<file path="src/mcf_common_flags_regs.vh">
// Constants of the motion common-flag block
`ifndef MCF_COMMON_FLAGS_REGS_VH
`define MCF_COMMON_FLAGS_REGS_VH
// Axis count of the largest variant
`define MCF_AXES 32
// Axis range select codes
`define MCF_LIMIT_32 2'h0
`define MCF_LIMIT_16 2'h1
`define MCF_LIMIT_8 2'h2
// Ready source modes
`define MCF_SRC_SWITCH 1'h0
`define MCF_SRC_SETTING 1'h1
// Reset values
`define MCF_RST_FLAGS 32'h00000000
`define MCF_RST_BIT 1'h0
// Auxiliary-code handshake states
`define MCF_AUX_IDLE 2'h0
`define MCF_AUX_WAIT_HI 2'h1
`define MCF_AUX_WAIT_LO 2'h2
// Cycles after reset release before the fitted-module compare
`define MCF_CHECK_DELAY 2'h3
`endif

</file>
<file path="src/mcf_common_flags.v">
// Common command and status flags of a multi-axis motion processor
`timescale 1ns/1ps
`include "mcf_common_flags_regs.vh"
// Behaviour
// - Motion only while host-ready flag is on
// - Test mode blocks all motion control
// - Parameter writes accepted only while ready off
// - Ready rise: clear aux codes, set done, restart
// - Axis starting at ready rise: error, skip
// - Ready rise in test mode deferred until end
// - Ready fall: clear done, decelerate, halt, outputs off
// - Default mode: ready follows run/stop switch
// - Alternate mode: setting/alt flag rise sets ready
// - Alternate mode: fall or stop clears ready
// - One start flag per axis, 32/16/8 range
// - Program start sets flags; completion/stop clears, except stop by zero speed
// - Jog command sets flag; off and stopped clears
// - Handwheel enable sets flag; removal clears
// - Current value change holds flag until done
// - Forced-on flag makes next start error
// - History clear request erases, then self-clears
// - Debug flag follows sequence debug mode
// - Speed-switch option latched at constant-speed start
// - Compare configuration with fitted modules after reset
// - Setting error refuses program starts and current value changes; jog and handwheel still set flags
// - Aux handshake only with finish-type acceleration
// - No flag retained across power loss
// - Ack rise drops aux flag; fall starts block
module mcf_common_flags (
    input wire clk,
    input wire arst_n,
    input wire runSwitch,
    input wire readySourceMode,
    input wire readySettingBit,
    input wire alternateReadyFlag,
    input wire testModeFlag,
    input wire [1:0] axisLimit,
    input wire paramWriteReq,
    input wire programStartInstr,
    input wire [31:0] startAxisMask,
    input wire [31:0] positioningDone,
    input wire [31:0] stopMidway,
    input wire [31:0] stopBySpeedZero,
    input wire [31:0] jogForwardCommand,
    input wire [31:0] jogReverseCommand,
    input wire [31:0] axisStopped,
    input wire [31:0] handwheelEnable,
    input wire currentValueChangeInstr,
    input wire [31:0] changeAxisMask,
    input wire [31:0] changeDone,
    input wire [31:0] forceStartAccept,
    input wire historyClearWrite,
    input wire debugModeActive,
    input wire speedSwitchPointOption,
    input wire constantSpeedStart,
    input wire [7:0] storedConfig,
    input wire [7:0] fittedModules,
    input wire finishAccelSelected,
    input wire auxCodeIssue,
    input wire blockFinishAck,
    output wire hostReadyFlag,
    output wire motionEnable,
    output wire motionReadyDone,
    output wire clearAuxCodes,
    output wire seqRestart,
    output wire seqHalt,
    output wire realOutputsOff,
    output wire [31:0] decelStopMask,
    output wire readyStartingError,
    output wire paramWriteAccept,
    output wire paramWriteRefused,
    output wire [31:0] startAcceptedFlags,
    output wire startAcceptOnError,
    output wire startRefused,
    output wire historyClearRequest,
    output wire historyErase,
    output wire debugModeFlag,
    output wire speedFromFirstPoint,
    output wire settingErrorFlag,
    output wire auxCodeOutputFlag,
    output wire nextBlockGo
);

    // Valid-axis mask for the fitted variant; used by every flag path
    function [31:0] axisRange;
        input [1:0] lim;
        begin
            case (lim)
                `MCF_LIMIT_16: axisRange = 32'h0000ffff;
                `MCF_LIMIT_8: axisRange = 32'h000000ff;
                default: axisRange = 32'hffffffff;
            endcase
        end
    endfunction

    // Run switch is a pin: two-stage synchroniser, then previous level for edges
    reg runMeta_reg, runSync_reg, runPrev_reg;
    // Previous levels of the ready sources
    reg setBitPrev_reg, altPrev_reg, testPrev_reg;
    // Host-ready state and its edge memory
    reg hostReady_reg, hostReady_next, readyPrev_reg;
    reg risePending_reg; // Rise seen during test mode
    // Ready-edge effects
    reg readyDone_reg, clearAux_reg, seqRestart_reg, seqHalt_reg, outputsOff_reg, readyErr_reg;
    reg [31:0] decel_reg; // One-cycle stop mask
    // Parameter write answers
    reg paramAcc_reg, paramRef_reg;
    // Start-accepted flags and ownership of jog/handwheel
    reg [31:0] startAcc_reg, startAcc_next, jogOwn_reg, jogOwn_next, wheelPrev_reg;
    reg [31:0] forced_reg, forced_next; // Flags set from outside
    reg startErr_reg, startRef_reg;
    // History clear
    reg histReq_reg, histPrev_reg, histErase_reg;
    // Debug, speed option, setting check
    reg debug_reg, speedFirst_reg, settingErr_reg;
    reg [1:0] checkCnt_reg; // Cycles since reset release
    // Aux-code handshake
    reg [1:0] auxState_reg, auxState_next;
    reg auxFlag_reg, auxFlag_next, nextGo_reg, nextGo_next;

    wire [31:0] validAxes = axisRange(axisLimit);
    wire runRise = runSync_reg & ~runPrev_reg;
    wire runFall = ~runSync_reg & runPrev_reg;
    wire readyRise = hostReady_reg & ~readyPrev_reg;
    wire readyFall = ~hostReady_reg & readyPrev_reg;
    wire testEnd = ~testModeFlag & testPrev_reg;
    // Motion permitted only with ready on and test mode off
    wire canMove = hostReady_reg & ~testModeFlag;
    // Starts refused on setting error or without permission
    wire startOk = canMove & ~settingErr_reg;
    wire [31:0] startReq = programStartInstr ? (startAxisMask & validAxes) : 32'h00000000;
    // A start hitting a flag already on, forced or not, is an error
    wire startClash = |(startReq & startAcc_reg);
    wire startGo = programStartInstr & startOk & ~startClash;
    wire chgaGo = currentValueChangeInstr & startOk;
    wire [31:0] jogOn = (jogForwardCommand | jogReverseCommand) & validAxes;
    // Rising-edge processing runs now, or later once test mode ends
    wire riseNow = readyRise & ~testModeFlag;
    wire riseLate = risePending_reg & testEnd & hostReady_reg;
    wire riseAct = riseNow | riseLate;
    wire riseBad = riseAct & (|startAcc_reg);

    // Ready source selection
    always @* begin
        hostReady_next = hostReady_reg;
        if (readySourceMode == `MCF_SRC_SWITCH) begin
            // Level follow covers power-up in run as well
            hostReady_next = runSync_reg;
        end else begin
            if (runSync_reg && ((readySettingBit && !setBitPrev_reg) ||
                (alternateReadyFlag && !altPrev_reg))) begin
                hostReady_next = 1'h1;
            end
            if ((!readySettingBit && setBitPrev_reg) ||
                (!alternateReadyFlag && altPrev_reg) || runFall || !runSync_reg) begin
                hostReady_next = 1'h0;
            end
        end
    end

    // Start-accepted flag next state; sets win over clears
    always @* begin : flagCalc
        integer i;
        startAcc_next = startAcc_reg;
        jogOwn_next = jogOwn_reg;
        forced_next = forced_reg & startAcc_reg;
        for (i = 0; i < `MCF_AXES; i = i + 1) begin
            // Clear paths first
            if (positioningDone[i] || (stopMidway[i] && !stopBySpeedZero[i]))
                startAcc_next[i] = 1'h0;
            if (jogOwn_reg[i] && !jogOn[i] && axisStopped[i]) begin
                startAcc_next[i] = 1'h0;
                jogOwn_next[i] = 1'h0;
            end
            if (wheelPrev_reg[i] && !handwheelEnable[i])
                startAcc_next[i] = 1'h0;
            if (changeDone[i])
                startAcc_next[i] = 1'h0;
            // Set paths
            if (startGo && startReq[i])
                startAcc_next[i] = 1'h1;
            if (jogOn[i] && canMove) begin
                startAcc_next[i] = 1'h1;
                jogOwn_next[i] = 1'h1;
            end
            if (handwheelEnable[i] && validAxes[i] && canMove)
                startAcc_next[i] = 1'h1;
            if (chgaGo && changeAxisMask[i] && validAxes[i])
                startAcc_next[i] = 1'h1;
            // Outside write on an idle flag poisons the next start
            if (forceStartAccept[i] && !startAcc_reg[i] && validAxes[i]) begin
                startAcc_next[i] = 1'h1;
                forced_next[i] = 1'h1;
            end
        end
        startAcc_next = startAcc_next & validAxes;
    end

    // Aux-code handshake state machine
    always @* begin
        auxState_next = auxState_reg;
        auxFlag_next = auxFlag_reg;
        nextGo_next = 1'h0;
        case (auxState_reg)
            `MCF_AUX_IDLE: begin
                // Without finish-type acceleration the wait is skipped
                if (auxCodeIssue && finishAccelSelected) begin
                    auxState_next = `MCF_AUX_WAIT_HI;
                    auxFlag_next = 1'h1;
                end else if (auxCodeIssue) begin
                    nextGo_next = 1'h1;
                end
            end
            `MCF_AUX_WAIT_HI: begin
                if (blockFinishAck) begin
                    auxState_next = `MCF_AUX_WAIT_LO;
                    auxFlag_next = 1'h0;
                end
            end
            `MCF_AUX_WAIT_LO: begin
                if (!blockFinishAck) begin
                    auxState_next = `MCF_AUX_IDLE;
                    nextGo_next = 1'h1;
                end
            end
            default: begin
                auxState_next = `MCF_AUX_IDLE;
                auxFlag_next = 1'h0;
            end
        endcase
        // Ready loss abandons any pending block
        if (readyFall) begin
            auxState_next = `MCF_AUX_IDLE;
            auxFlag_next = 1'h0;
        end
    end

    // All state; nothing here survives reset or power loss
    always @(posedge clk or negedge arst_n) begin
        if (!arst_n) begin
            runMeta_reg <= `MCF_RST_BIT;
            runSync_reg <= `MCF_RST_BIT;
            runPrev_reg <= `MCF_RST_BIT;
            setBitPrev_reg <= `MCF_RST_BIT;
            altPrev_reg <= `MCF_RST_BIT;
            testPrev_reg <= `MCF_RST_BIT;
            hostReady_reg <= `MCF_RST_BIT;
            readyPrev_reg <= `MCF_RST_BIT;
            risePending_reg <= `MCF_RST_BIT;
            readyDone_reg <= `MCF_RST_BIT;
            clearAux_reg <= `MCF_RST_BIT;
            seqRestart_reg <= `MCF_RST_BIT;
            seqHalt_reg <= `MCF_RST_BIT;
            outputsOff_reg <= `MCF_RST_BIT;
            decel_reg <= `MCF_RST_FLAGS;
            readyErr_reg <= `MCF_RST_BIT;
            paramAcc_reg <= `MCF_RST_BIT;
            paramRef_reg <= `MCF_RST_BIT;
            startAcc_reg <= `MCF_RST_FLAGS;
            jogOwn_reg <= `MCF_RST_FLAGS;
            wheelPrev_reg <= `MCF_RST_FLAGS;
            forced_reg <= `MCF_RST_FLAGS;
            startErr_reg <= `MCF_RST_BIT;
            startRef_reg <= `MCF_RST_BIT;
            histReq_reg <= `MCF_RST_BIT;
            histPrev_reg <= `MCF_RST_BIT;
            histErase_reg <= `MCF_RST_BIT;
            debug_reg <= `MCF_RST_BIT;
            speedFirst_reg <= `MCF_RST_BIT;
            settingErr_reg <= `MCF_RST_BIT;
            checkCnt_reg <= 2'h0;
            auxState_reg <= `MCF_AUX_IDLE;
            auxFlag_reg <= `MCF_RST_BIT;
            nextGo_reg <= `MCF_RST_BIT;
        end else begin
            // Synchroniser: first stage read only by the second
            runMeta_reg <= runSwitch;
            runSync_reg <= runMeta_reg;
            runPrev_reg <= runSync_reg;
            setBitPrev_reg <= readySettingBit;
            altPrev_reg <= alternateReadyFlag;
            testPrev_reg <= testModeFlag;
            hostReady_reg <= hostReady_next;
            readyPrev_reg <= hostReady_reg;
            // Deferred rise remembered until test mode ends
            if (readyRise && testModeFlag) begin
                risePending_reg <= 1'h1;
            end else if (testEnd || readyFall) begin
                risePending_reg <= 1'h0;
            end
            // Rising-edge processing, skipped on a starting axis
            clearAux_reg <= riseAct & ~riseBad;
            seqRestart_reg <= riseAct & ~riseBad;
            readyErr_reg <= riseBad;
            if (readyFall) begin
                readyDone_reg <= 1'h0;
            end else if (riseAct && !riseBad) begin
                readyDone_reg <= 1'h1;
            end
            // Falling-edge processing
            seqHalt_reg <= readyFall;
            decel_reg <= readyFall ? startAcc_reg : 32'h00000000;
            if (readyFall) begin
                outputsOff_reg <= 1'h1;
            end else if (riseAct && !riseBad) begin
                outputsOff_reg <= 1'h0;
            end
            // Fixed-data writes only while ready is off
            paramAcc_reg <= paramWriteReq & ~hostReady_reg;
            paramRef_reg <= paramWriteReq & hostReady_reg;
            startAcc_reg <= startAcc_next;
            jogOwn_reg <= jogOwn_next;
            wheelPrev_reg <= handwheelEnable & validAxes;
            forced_reg <= forced_next;
            startErr_reg <= programStartInstr & startClash;
            startRef_reg <= programStartInstr & ~startGo;
            // Request self-clears after erase; a new write wins
            if (historyClearWrite) begin
                histReq_reg <= 1'h1;
            end else if (histErase_reg) begin
                histReq_reg <= 1'h0;
            end
            histPrev_reg <= histReq_reg;
            histErase_reg <= histReq_reg & ~histPrev_reg;
            debug_reg <= debugModeActive;
            // Option sampled only when a constant-speed run begins
            if (constantSpeedStart) begin
                speedFirst_reg <= speedSwitchPointOption;
            end
            // One compare after reset release, held until next reset
            if (checkCnt_reg != `MCF_CHECK_DELAY) begin
                checkCnt_reg <= checkCnt_reg + 2'h1;
                if (checkCnt_reg == `MCF_CHECK_DELAY - 2'h1) begin
                    settingErr_reg <= (storedConfig != fittedModules);
                end
            end
            auxState_reg <= auxState_next;
            auxFlag_reg <= auxFlag_next;
            nextGo_reg <= nextGo_next;
        end
    end

    // Outputs straight from flip-flops
    assign hostReadyFlag = hostReady_reg;
    assign motionEnable = readyDone_reg;
    assign motionReadyDone = readyDone_reg;
    assign clearAuxCodes = clearAux_reg;
    assign seqRestart = seqRestart_reg;
    assign seqHalt = seqHalt_reg;
    assign realOutputsOff = outputsOff_reg;
    assign decelStopMask = decel_reg;
    assign readyStartingError = readyErr_reg;
    assign paramWriteAccept = paramAcc_reg;
    assign paramWriteRefused = paramRef_reg;
    assign startAcceptedFlags = startAcc_reg;
    assign startAcceptOnError = startErr_reg;
    assign startRefused = startRef_reg;
    assign historyClearRequest = histReq_reg;
    assign historyErase = histErase_reg;
    assign debugModeFlag = debug_reg;
    assign speedFromFirstPoint = speedFirst_reg;
    assign settingErrorFlag = settingErr_reg;
    assign auxCodeOutputFlag = auxFlag_reg;
    assign nextBlockGo = nextGo_reg;

endmodule

</file>
<file path="config.mk">
export PLATFORM = sky130hd
export DESIGN_NAME = mcf_common_flags
export DESIGN_NICKNAME = d
export VERILOG_FILES = /design/src/mcf_common_flags.v
export VERILOG_INCLUDE_DIRS = /design/src /design/src/src
export SDC_FILE = /design/constraint.sdc
export NUM_CORES = 1
export LEC_CHECK = 0
export ABC_AREA = 0
export BUFFER_PORTS_ARGS = -buffer_cell sky130_fd_sc_hd__buf_4
export CAP_MARGIN = 15
export CORE_AREA = 3 3 180 182
export CTS_BUF_LIST = sky130_fd_sc_hd__clkbuf_8 sky130_fd_sc_hd__clkbuf_16
export DETAILED_ROUTE_END_ITERATION = 12
export DIE_AREA = 0 0 183 185
export PLACE_DENSITY_LB_ADDON = 0.12
export SLEW_MARGIN = 0
export SYNTH_ARGS = -nofsm -noshare
export SYNTH_HDL_FRONTEND = slang
export SYNTH_SLANG_ARGS = --single-unit
</file>
<file path="constraint.sdc">
create_clock -name clk -period 2.3 [get_ports clk]
set_clock_uncertainty 0.15 [all_clocks]
set_input_delay 0.345 -clock clk [delete_from_list [all_inputs] [get_ports clk]]
set_output_delay 0.345 -clock clk [all_outputs]
set_load 0.05 [all_outputs]
</file>
* Yosys cells after proc, flatten, opt, wreduce, memory -nomap -nowiden *
Index checks and enable logic that the tools add are counted.
Widths: inputs -> output; s select.

storage, ports and cells
  register bits after elaboration = 158
  bits of input ports = 387
  output and inout bits = 83
  logic and storage cells = 1094

cells by class
  add/sub/neg operators = 1
  equal/unequal tests = 12
  mux-type cells = 379
  bitwise gates (word level) = 35
  reductions and logical operators = 604

operator list
  operator             count
  $logic_and 1x1->1    392
  $mux 1               369
  $and 32x32->32       5
  $logic_not 1->1      134
  $reduce_bool 2->1    35
  $mux 32              2
  $pmux 32 s2          1
  $reduce_or 32->1     2
  $logic_or 1x1->1     37
  $or 32x32->32        1
  $and 1x1->1          19
  $ne 3x3->1 const B   3
  $not 1->1            9
  $mux 2               4
  $ne 8x8->1           1
  $eq 2x2->1 const B   3
  $pmux 2 s3           1
  $reduce_and 3->1     2
  $eq 2x1->1 const B   2
  $ne 2x2->1 const B   2
  $ne 3x1->1 const B   1
  $pmux 1 s3           1
  $add 2x1->2 const B  1
  $logic_not 2->1      1
  other kinds (3)      3

* Logic depth before layout (Yosys ltp) *
Gate-level depths: netlist (run 1).

  word-level depth = 15
  gate-level depth with buffers = 9
  mapped depth without buffers = 7

* Worst setup path after synthesis (run 1) *
OpenSTA, ideal clock, no wires.

  kind = reg2reg
  from = register startAcc_reg[16] (netlist: startAcceptedFlags[16])
  to = register startAcc_reg[3] (netlist: startAcceptedFlags[3])
  setup time = 0.104 ns
  arrival time = 1.819 ns
  data required time = 2.046 ns
  slack = 0.228 ns
  cell stages (with the launch flop) = 7
  buffers on the path = 1
  period minus slack after synthesis = 2.072 ns
  cell sequence = dfrtp_1 -> a22oi_2 -> nand4_1 -> o311ai_2 -> nand2_2 -> buf_6 -> o41ai_2

on the way
  cells in the longest elaborated chain, start to end = 11

ends and longest elaborated chain
  what                    RTL line                RTL
  from (decl)             mcf_common_flags.v:109  reg [31:0] startAcc_reg, startAcc_next, jogOwn_reg, jogOwn_next, wheelPrev_reg;
  from (signal assigned)  mcf_common_flags.v:259  startAcc_reg <= `MCF_RST_FLAGS;
  from (signal assigned)  mcf_common_flags.v:311  startAcc_reg <= startAcc_next;
  $and 32x32->32          mcf_common_flags.v:133  wire startClash = |(startReq & startAcc_reg);
  $reduce_or 32->1        mcf_common_flags.v:133
  $not 1->1               mcf_common_flags.v:134  wire startGo = programStartInstr & startOk & ~startClash;
  $and 1x1->1             mcf_common_flags.v:134
  $logic_and 1x1->1       mcf_common_flags.v:180  if (startGo && startReq[i])
  $mux 1                  mcf_common_flags.v:180
  $mux 1                  mcf_common_flags.v:182  if (jogOn[i] && canMove) begin
  $mux 1                  mcf_common_flags.v:186  if (handwheelEnable[i] && validAxes[i] && canMove)
  $mux 1                  mcf_common_flags.v:188  if (chgaGo && changeAxisMask[i] && validAxes[i])
  $mux 1                  mcf_common_flags.v:191  if (forceStartAccept[i] && !startAcc_reg[i] && validAxes[i]) begin
  $and 32x32->32          mcf_common_flags.v:196  startAcc_next = startAcc_next & validAxes;
  via startAcc_next[3]    mcf_common_flags.v:109

The timed path passes the listed nets, and every way through them passes these cells.
A chain may end at the register's enable or synchronous reset.

* Final worst setup path (run 1) *
  from = input port testModeFlag
  to = register startAcc_reg[29] (netlist: startAcceptedFlags[29])

on the way
  cells in the longest elaborated chain, start to end = 12
  elaborated cells on any way between the ends = 17
  classes of those cells = mux (5); bitwise (7); reduce/logical (5)

ends and longest elaborated chain
  what                      RTL line                RTL
  from (decl)               mcf_common_flags.v:36   input wire testModeFlag,
  $not 1->1 (*)             mcf_common_flags.v:128  wire canMove = hostReady_reg & ~testModeFlag;
  $and 1x1->1 (*)           mcf_common_flags.v:128
  $and 1x1->1               mcf_common_flags.v:130  wire startOk = canMove & ~settingErr_reg;
  $and 1x1->1 (2 in a row)  mcf_common_flags.v:134
  $logic_and 1x1->1         mcf_common_flags.v:180
  $mux 1                    mcf_common_flags.v:180
  $mux 1                    mcf_common_flags.v:182
  $mux 1                    mcf_common_flags.v:186
  $mux 1 (*)                mcf_common_flags.v:188
  $mux 1 (*)                mcf_common_flags.v:191
  $and 32x32->32 (*)        mcf_common_flags.v:196
  via startAcc_next[29]     mcf_common_flags.v:109

Mark *: on every way through the listed nets, which the timed path passes. The rest lies on a longest branch.

==> metrics.md, run 1 <==
| Metric | Value |
|---|---|
| Startpoint Class | primary input |
| Initial Util | 25.8% |
| Syn Inst Count | 836 |
| Average size of a mapped cell | 9.50 um^2 |
| Area added between synthesis and finish | 71.5% |
| CTS tree | built |
| Placed cells | 1,730 |
| Worst slew margin | 61.2% |
| Hold Crit Start | changeAxisMask[5] |
| Fin cells | 1,829 |
| N_diodes | 0 |
| Via count | 8,731 |
| Logic pwr share | 27.7% |
| # clock sinks | 157 |
| GPL Wtd Cong | 0.819 |
| H-tree levels | 4 |
| Xor/xnor cell area share of the yosys netlist | 1.10% |
| Final Total Pwr | 8.54 mW |
| DRC viols | 0 |
| Die height | 185 um |
| Worst EP arrival | 2340 ps |
| End of the worst hold path | startAcceptedFlags[5]$_DFF_PN0_ |
| Unique cell type count in the Yosys netlist | 50 |
| Grt ovf | 0 |
| Detailed placer's ending HPWL | 28,800 um |
| Vias per cell | 4.77 |
| Final core utilization | 44.3% |
| Int Pwr | 5.73 mW |
| CTS max path bufs | 2 |
| Sequential share of power | 37.5% |
| Placed inst area | 12,300 um^2 |
| Leakage dissipation | 6.62 nW |
| Mux share of post-synthesis cell area | 0.142% |
| Mapped cell area | 7940 um^2 |
| Run status | finished, final reports clean |
| Sw frac | 32.9% |
| Synth Area in Adders | 0.473% |
| Setup CP Type | primary input to register |
| Sequential-to-total area share from yosys stat | 49.5% |
| Rows | 64 |
| Root Buffer | clkbuf_16 |
| Router iterations before antenna repair | 4 |
| DR WL/cell | 19.6 um |
| EDFF count, synth | 0 |
| Yosys reg bits | 157 |
| IO Pins | 470 |
| Final setup fails | 0 |
| Final period util | 94.4% |
| Number of nets with antenna violations after routing | 0 |
| Die width | 183 um |
| Worst hold path class | primary input to register |
| Hold slack | 16.9 ps |
| Gr usage total | 20.4% |
| Hold Path Cell Cnt | 3 |
| Fmax achieved | 461 MHz |
| First-pass GRT wire length | 52,700 um |
| Port Buffers | 469 |
| Fin Setup TNS | 0 ps |
| Clock-pin slew on the worst setup and hold paths | 70 ps |
| Core area | 30,700 um^2 |
| Ys Warns | 0 |
| Share of cells above drive strength 1 | 41.1% |
| P per Cell Area | 627 nW/um^2 |
| Setup Fix Bufs, Post-CTS | 0 |
| Initial antenna violation count | 2 |
| Clk Latency, worst-skew pair | 430 ps |
| RSZ-0062 raised after global routing | false |
| Min Tclk post-route | 2170 ps |
| TritonCTS buffer count | 17 |
| Pre-CTS setup slack | -14.4 ps |
| Post-route cell area | 13,600 um^2 |
| Path depth of the worst reg2reg path | 6 |
| Largest area contributor in the synthesized netlist | dfrtp_1 |
| DIE AREA | 33,900 um^2 |
| Crit path from | testModeFlag |
| CP endpoint kind | register |
| Worst-margin pin slew | 581 ps |
| Worst R2R End | startAcceptedFlags[29]$_DFF_PN0_ |
| Final setup margin | 129 ps |
| Post-Synth Simple-Gate Area | 18.2% |
| Final Hold Fails | 0 |
| Main combinational cell family by area after synthesis | compound AO/OA/AOI/OAI gates |
| Largest net degree at the start of global routing | 55 |
| Synth top area share | 49.5% |
| Routed WL | 35,900 um |
| Required @ worst endpoint | 2470 ps |
| Async SR Flop Fraction | 100% |
| R2R Setup Slk | 190 ps |
| Dominant synthesized flop cell | dfrtp_1 |
| Most instantiated cells after synthesis | dfrtp_1 (157), nor2_1 (104), inv_1 (81) |
| Compound-Gate Fraction of Synth Area | 24.4% |
| Syn Nets | 1,226 |
| Top area cells in the synthesized netlist | dfrtp_1 (49%), nor2_1 (4.9%), and2_1 (3.9%) |
| Max_cap viols | 0 |
| CP Max Fanout | 18 |
| Clock power share | 34.8% |
| Layout Nets | 1,811 |
| Switching power | 2.81 mW |
| Vias in the first global route | 9,029 |
| Reg-to-Reg Start | startAcceptedFlags[4]$_DFF_PN0_ |
| Peak supply drop | 0.569 mV |
| Slew Limit Fails | 0 |
| Most numerous cell in the Yosys netlist | dfrtp_1 |
| DR iter-0 viols | 391 |
-- kinds of logic after synthesis --
logic type / count (synthesis)
mux: 1
fa+ha+maj: 3
xor+xnor: 10
compound gates: 267
flops: 157
buf+inv: 118
simple gates: 280
-- routing by layer --
metal  global-route usage [%]  part of all wire (%)  vias up
met5                        0                 0.036        -
met4                     5.64                   2.0        2
met3                     4.07                   5.6       41
met2                     35.6                    51      330
met1                     25.8                    42     4124
li1                         -                     -     4234
-- power groups by stage --
| stage | combinational [mW] | sequential, mW | clock [mW] |
|---|---|---|---|
| CTS | 2.39 | 3.20 | 3.05 |
| global route | 2.56 | 3.23 | 3.15 |
| global placement | 2.28 | 3.25 | 0 |
| floorplan | 0.640 | 3.62 | 0 |
| detailed placement | 2.29 | 3.25 | 0 |
| finish | 2.37 | 3.20 | 2.97 |
-- layout make-up --
class	instances	area [um^2]
inverters	83	312
clock buffers	17	425
flip-flops and latches	157	3930
fillers	3106	17100
repair buffers	601	4740
well taps	396	495
multi-input cells	561	3540
clock inverters	14	171
-- critical path: stages --
cell	delay, ps
dlygate4sd3_1	550
buf_4	160
nand2b_2	270
nor3_4	250
nand2_2	190
buf_4	260
o32ai_1	290
-- worst max path at each step --
stage / cells past startpoint / to / slack [ps]
floorplan: 6 / startAcceptedFlags[3]$_DFF_PN0_ / 230
global placement: 9 / startAcceptedFlags[2]$_DFF_PN0_ / 20
detailed placement: 9 / startAcceptedFlags[1]$_DFF_PN0_ / -10
CTS: 7 / startAcceptedFlags[15]$_DFF_PN0_ / 80
global route: 6 / startAcceptedFlags[29]$_DFF_PN0_ / 10
finish: 7 / startAcceptedFlags[29]$_DFF_PN0_ / 130
-- what timing repair did --
action | in CTS | in global routing
endpoints found under the hold margin | 118 | 0
endpoints found under the setup margin | 0 | 5
resized for setup | 0 | 1
hold buffers | 68 | 0
-- layout by cell type, fill, tap and decap left out, types with 2 or more instances in the layout --
master           n
o41ai_2          5
bufinv_16        2
o21ai_0         41
nand2b_1        42
a21oi_1         28
inv_6            6
dfrtp_1        157
buf_4          528
nor3_1           8
ha_1             2
a31oi_1         33
nor2_1         104
inv_1           81
inv_2            2
clkbuf_16       17
o2111ai_1       24
nand2_1          5
o41ai_1          3
nor2b_1         12
o21ai_1         13
a22oi_2          4
inv_8            4
nand3_1         28
xor2_1           9
o32ai_1         23
buf_12           4
dlygate4sd3_1   68
nand4_1         12
a211oi_1        33
o311ai_0        24
and2_1          49
a22oi_1          9
nand2_2          2
o22ai_1         18
nor4_1          10
(Power assumes the default switching activity.)
==> inputs of run 2 (changes only) <==
CORE_AREA = 2 2 184 186   (was 3 3 180 182)
DIE_AREA = 0 0 186 188   (was 0 0 183 185)
==> metrics.md, run 2 (same netlist as run 1, synthesis figures left out) <==
| Metric | Value |
|---|---|
| Slew Limit Fails | 0 |
| Clk Latency, worst-skew pair | 430 ps |
| H-tree levels | 4 |
| Int Pwr | 5.54 mW |
| DRC viols | 0 |
| CP Max Fanout | 11 |
| Gr usage total | 20.3% |
| Worst hold path class | primary input to register |
| Startpoint Class | primary input |
| DR iter-0 viols | 344 |
| IO Pins | 470 |
| Required @ worst endpoint | 2470 ps |
| Worst R2R End | realOutputsOff$_DFFE_PN0P_ |
| Peak supply drop | 0.511 mV |
| Worst EP arrival | 2300 ps |
| Slowest stage delay, CP | 550 ps |
| Routed WL | 35,900 um |
| Logic pwr share | 29.4% |
| R2R Setup Slk | 280 ps |
| Final setup margin | 170 ps |
| CTS max path bufs | 2 |
| Most frequent cells in the layout | buf_4 (528), dfrtp_1 (157), nor2_1 (104), inv_1 (81), dlygate4sd3_1 (71) |
| Run status | finished, final reports clean |
| CTS tree | built |
| # clock sinks | 157 |
| Number of nets with antenna violations after routing | 0 |
| Rows | 67 |
| Root Buffer | clkbuf_16 |
| Pre-CTS setup slack | 29.1 ps |
| Layout Nets | 1,818 |
| Die width | 186 um |
| Die height | 188 um |
| TritonCTS buffer count | 17 |
| CP delay by family, top | buffers and inverters |
| Area added between synthesis and finish | 73.0% |
| RSZ-0062 raised after global routing | false |
| Detailed placer's ending HPWL | 28,600 um |
| Via count | 8,719 |
| Router iterations before antenna repair | 5 |
| Grt ovf | 0 |
| Final period util | 92.6% |
| Cell Chain, Critical Path | dlygate4sd3_1 > buf_4 > nand2b_2 > nor3b_4 > buf_4 > a211oi_1 > buf_4 > o32ai_1 |
| Crit path depth | 8 |
| Port Buffers | 469 |
| Share of cells above drive strength 1 | 41.2% |
| Largest net degree at the start of global routing | 39 |
| Sum of buffers and inverters on the critical path | 4 |
| Core area | 33,100 um^2 |
| Reg-to-Reg Start | startAcceptedFlags[12]$_DFF_PN0_ |
| Slowest-stage cell, CP | dlygate4sd3_1 |
| DR WL/cell | 19.0 um |
| Hold_buf cts | 71 |
| Setup Fix Bufs, Post-CTS | 0 |
| Leakage dissipation | 6.62 nW |
| CP endpoint kind | register |
| Vias per cell | 4.62 |
| Path depth of the worst reg2reg path | 4 |
| DIE AREA | 35,000 um^2 |
| Clock-pin slew on the worst setup and hold paths | 70 ps |
| CP endpoint | startAcceptedFlags[29]$_DFF_PN0_ |
| P per Cell Area | 607 nW/um^2 |
| Switching power | 2.80 mW |
| Crit-path most repeated cell | buf_4 |
| Final Hold Fails | 0 |
| GPL Wtd Cong | 0.843 |
| Worst slew margin | 68.1% |
| Crit path from | testModeFlag |
| Fin Setup TNS | 0 ps |
| Vias in the first global route | 9,137 |
| Commonest non-fill, non-tap cell in the layout | buf_4 |
| Worst-margin pin slew | 475 ps |
| Final setup fails | 0 |
| Initial antenna violation count | 0 |
| Max_cap viols | 0 |
| Sequential share of power | 38.1% |
| Post-cts resize count | 0 |
| Min Tclk post-route | 2130 ps |
| Sw frac | 33.6% |
| Setup CP Type | primary input to register |
| Fmax achieved | 469 MHz |
| Initial Util | 24.0% |
| Clock power share | 32.5% |
| N_diodes | 0 |
| First-pass GRT wire length | 53,200 um |
==> run 2: area by class of cell <==
class	count	area, um^2
Inverter	83	312
Tap cell	448	561
Sequential cell	157	3930
Clock inverter	15	126
Timing Repair Buffer	608	4850
Clock buffer	17	425
Multi-Input combinational cell	561	3540
Fill cell	3342	19400
==> run 2: metrics by stage <==
step / total power [mW] / hold slack [ps] / cell area, um^2 / instances / util [%]
CTS: 8.48 / 0.742 / 13700 / 1889 / 41.5
detailed placement: 5.61 / 154 / 12500 / 1786 / 37.7
global route: 8.78 / 11.1 / 13700 / 1889 / 41.5
finish: 8.34 / 21.8 / 13700 / 1889 / 41.5
floorplan: 4.26 / -101 / 7940 / 836 / -
global placement: 5.59 / 148 / 12500 / 1786 / 37.7
==> run 2: metal layers <==
metal | vias up | GRT usage (%) | routed length (um)
li1 | 4244 | - | -
met1 | 4140 | 25.1 | 15000
met5 | - | 0 | 0
met2 | 302 | 36.0 | 18400
met3 | 33 | 3.98 | 2010
met4 | 0 | 5.18 | 585
==> run 2: power groups by stage <==
stage | clock network, mW | logic, mW | registers, mW
after global placement | 0 | 2.36 | 3.23
after detailed placement | 0 | 2.38 | 3.23
after CTS | 2.81 | 2.49 | 3.18
final | 2.71 | 2.45 | 3.18
after global routing | 2.93 | 2.65 | 3.21
after floorplan | 0 | 0.640 | 3.62
==> run 2: worst min-delay path by stage <==
stage / end / startpoint / slack [ps] / cells past startpoint
floorplan: altPrev_reg$_DFF_PN0_ / arst_n / -100 / 0
global placement: wheelPrev_reg[6]$_DFF_PN0_ / arst_n / 150 / 1
detailed placement: wheelPrev_reg[6]$_DFF_PN0_ / arst_n / 150 / 1
CTS: wheelPrev_reg[15]$_DFF_PN0_ / handwheelEnable[15] / 0.7 / 2
global route: wheelPrev_reg[12]$_DFF_PN0_ / handwheelEnable[12] / 10 / 2
finish: wheelPrev_reg[12]$_DFF_PN0_ / handwheelEnable[12] / 20 / 2
==> run 2: worst register-to-register path, cell delays in order, from the launching register on <==
cell and delay, ps:
dfrtp_1 510, nor4_1 440, nand4_1 240, a2111oi_2 420
o21ai_0 130
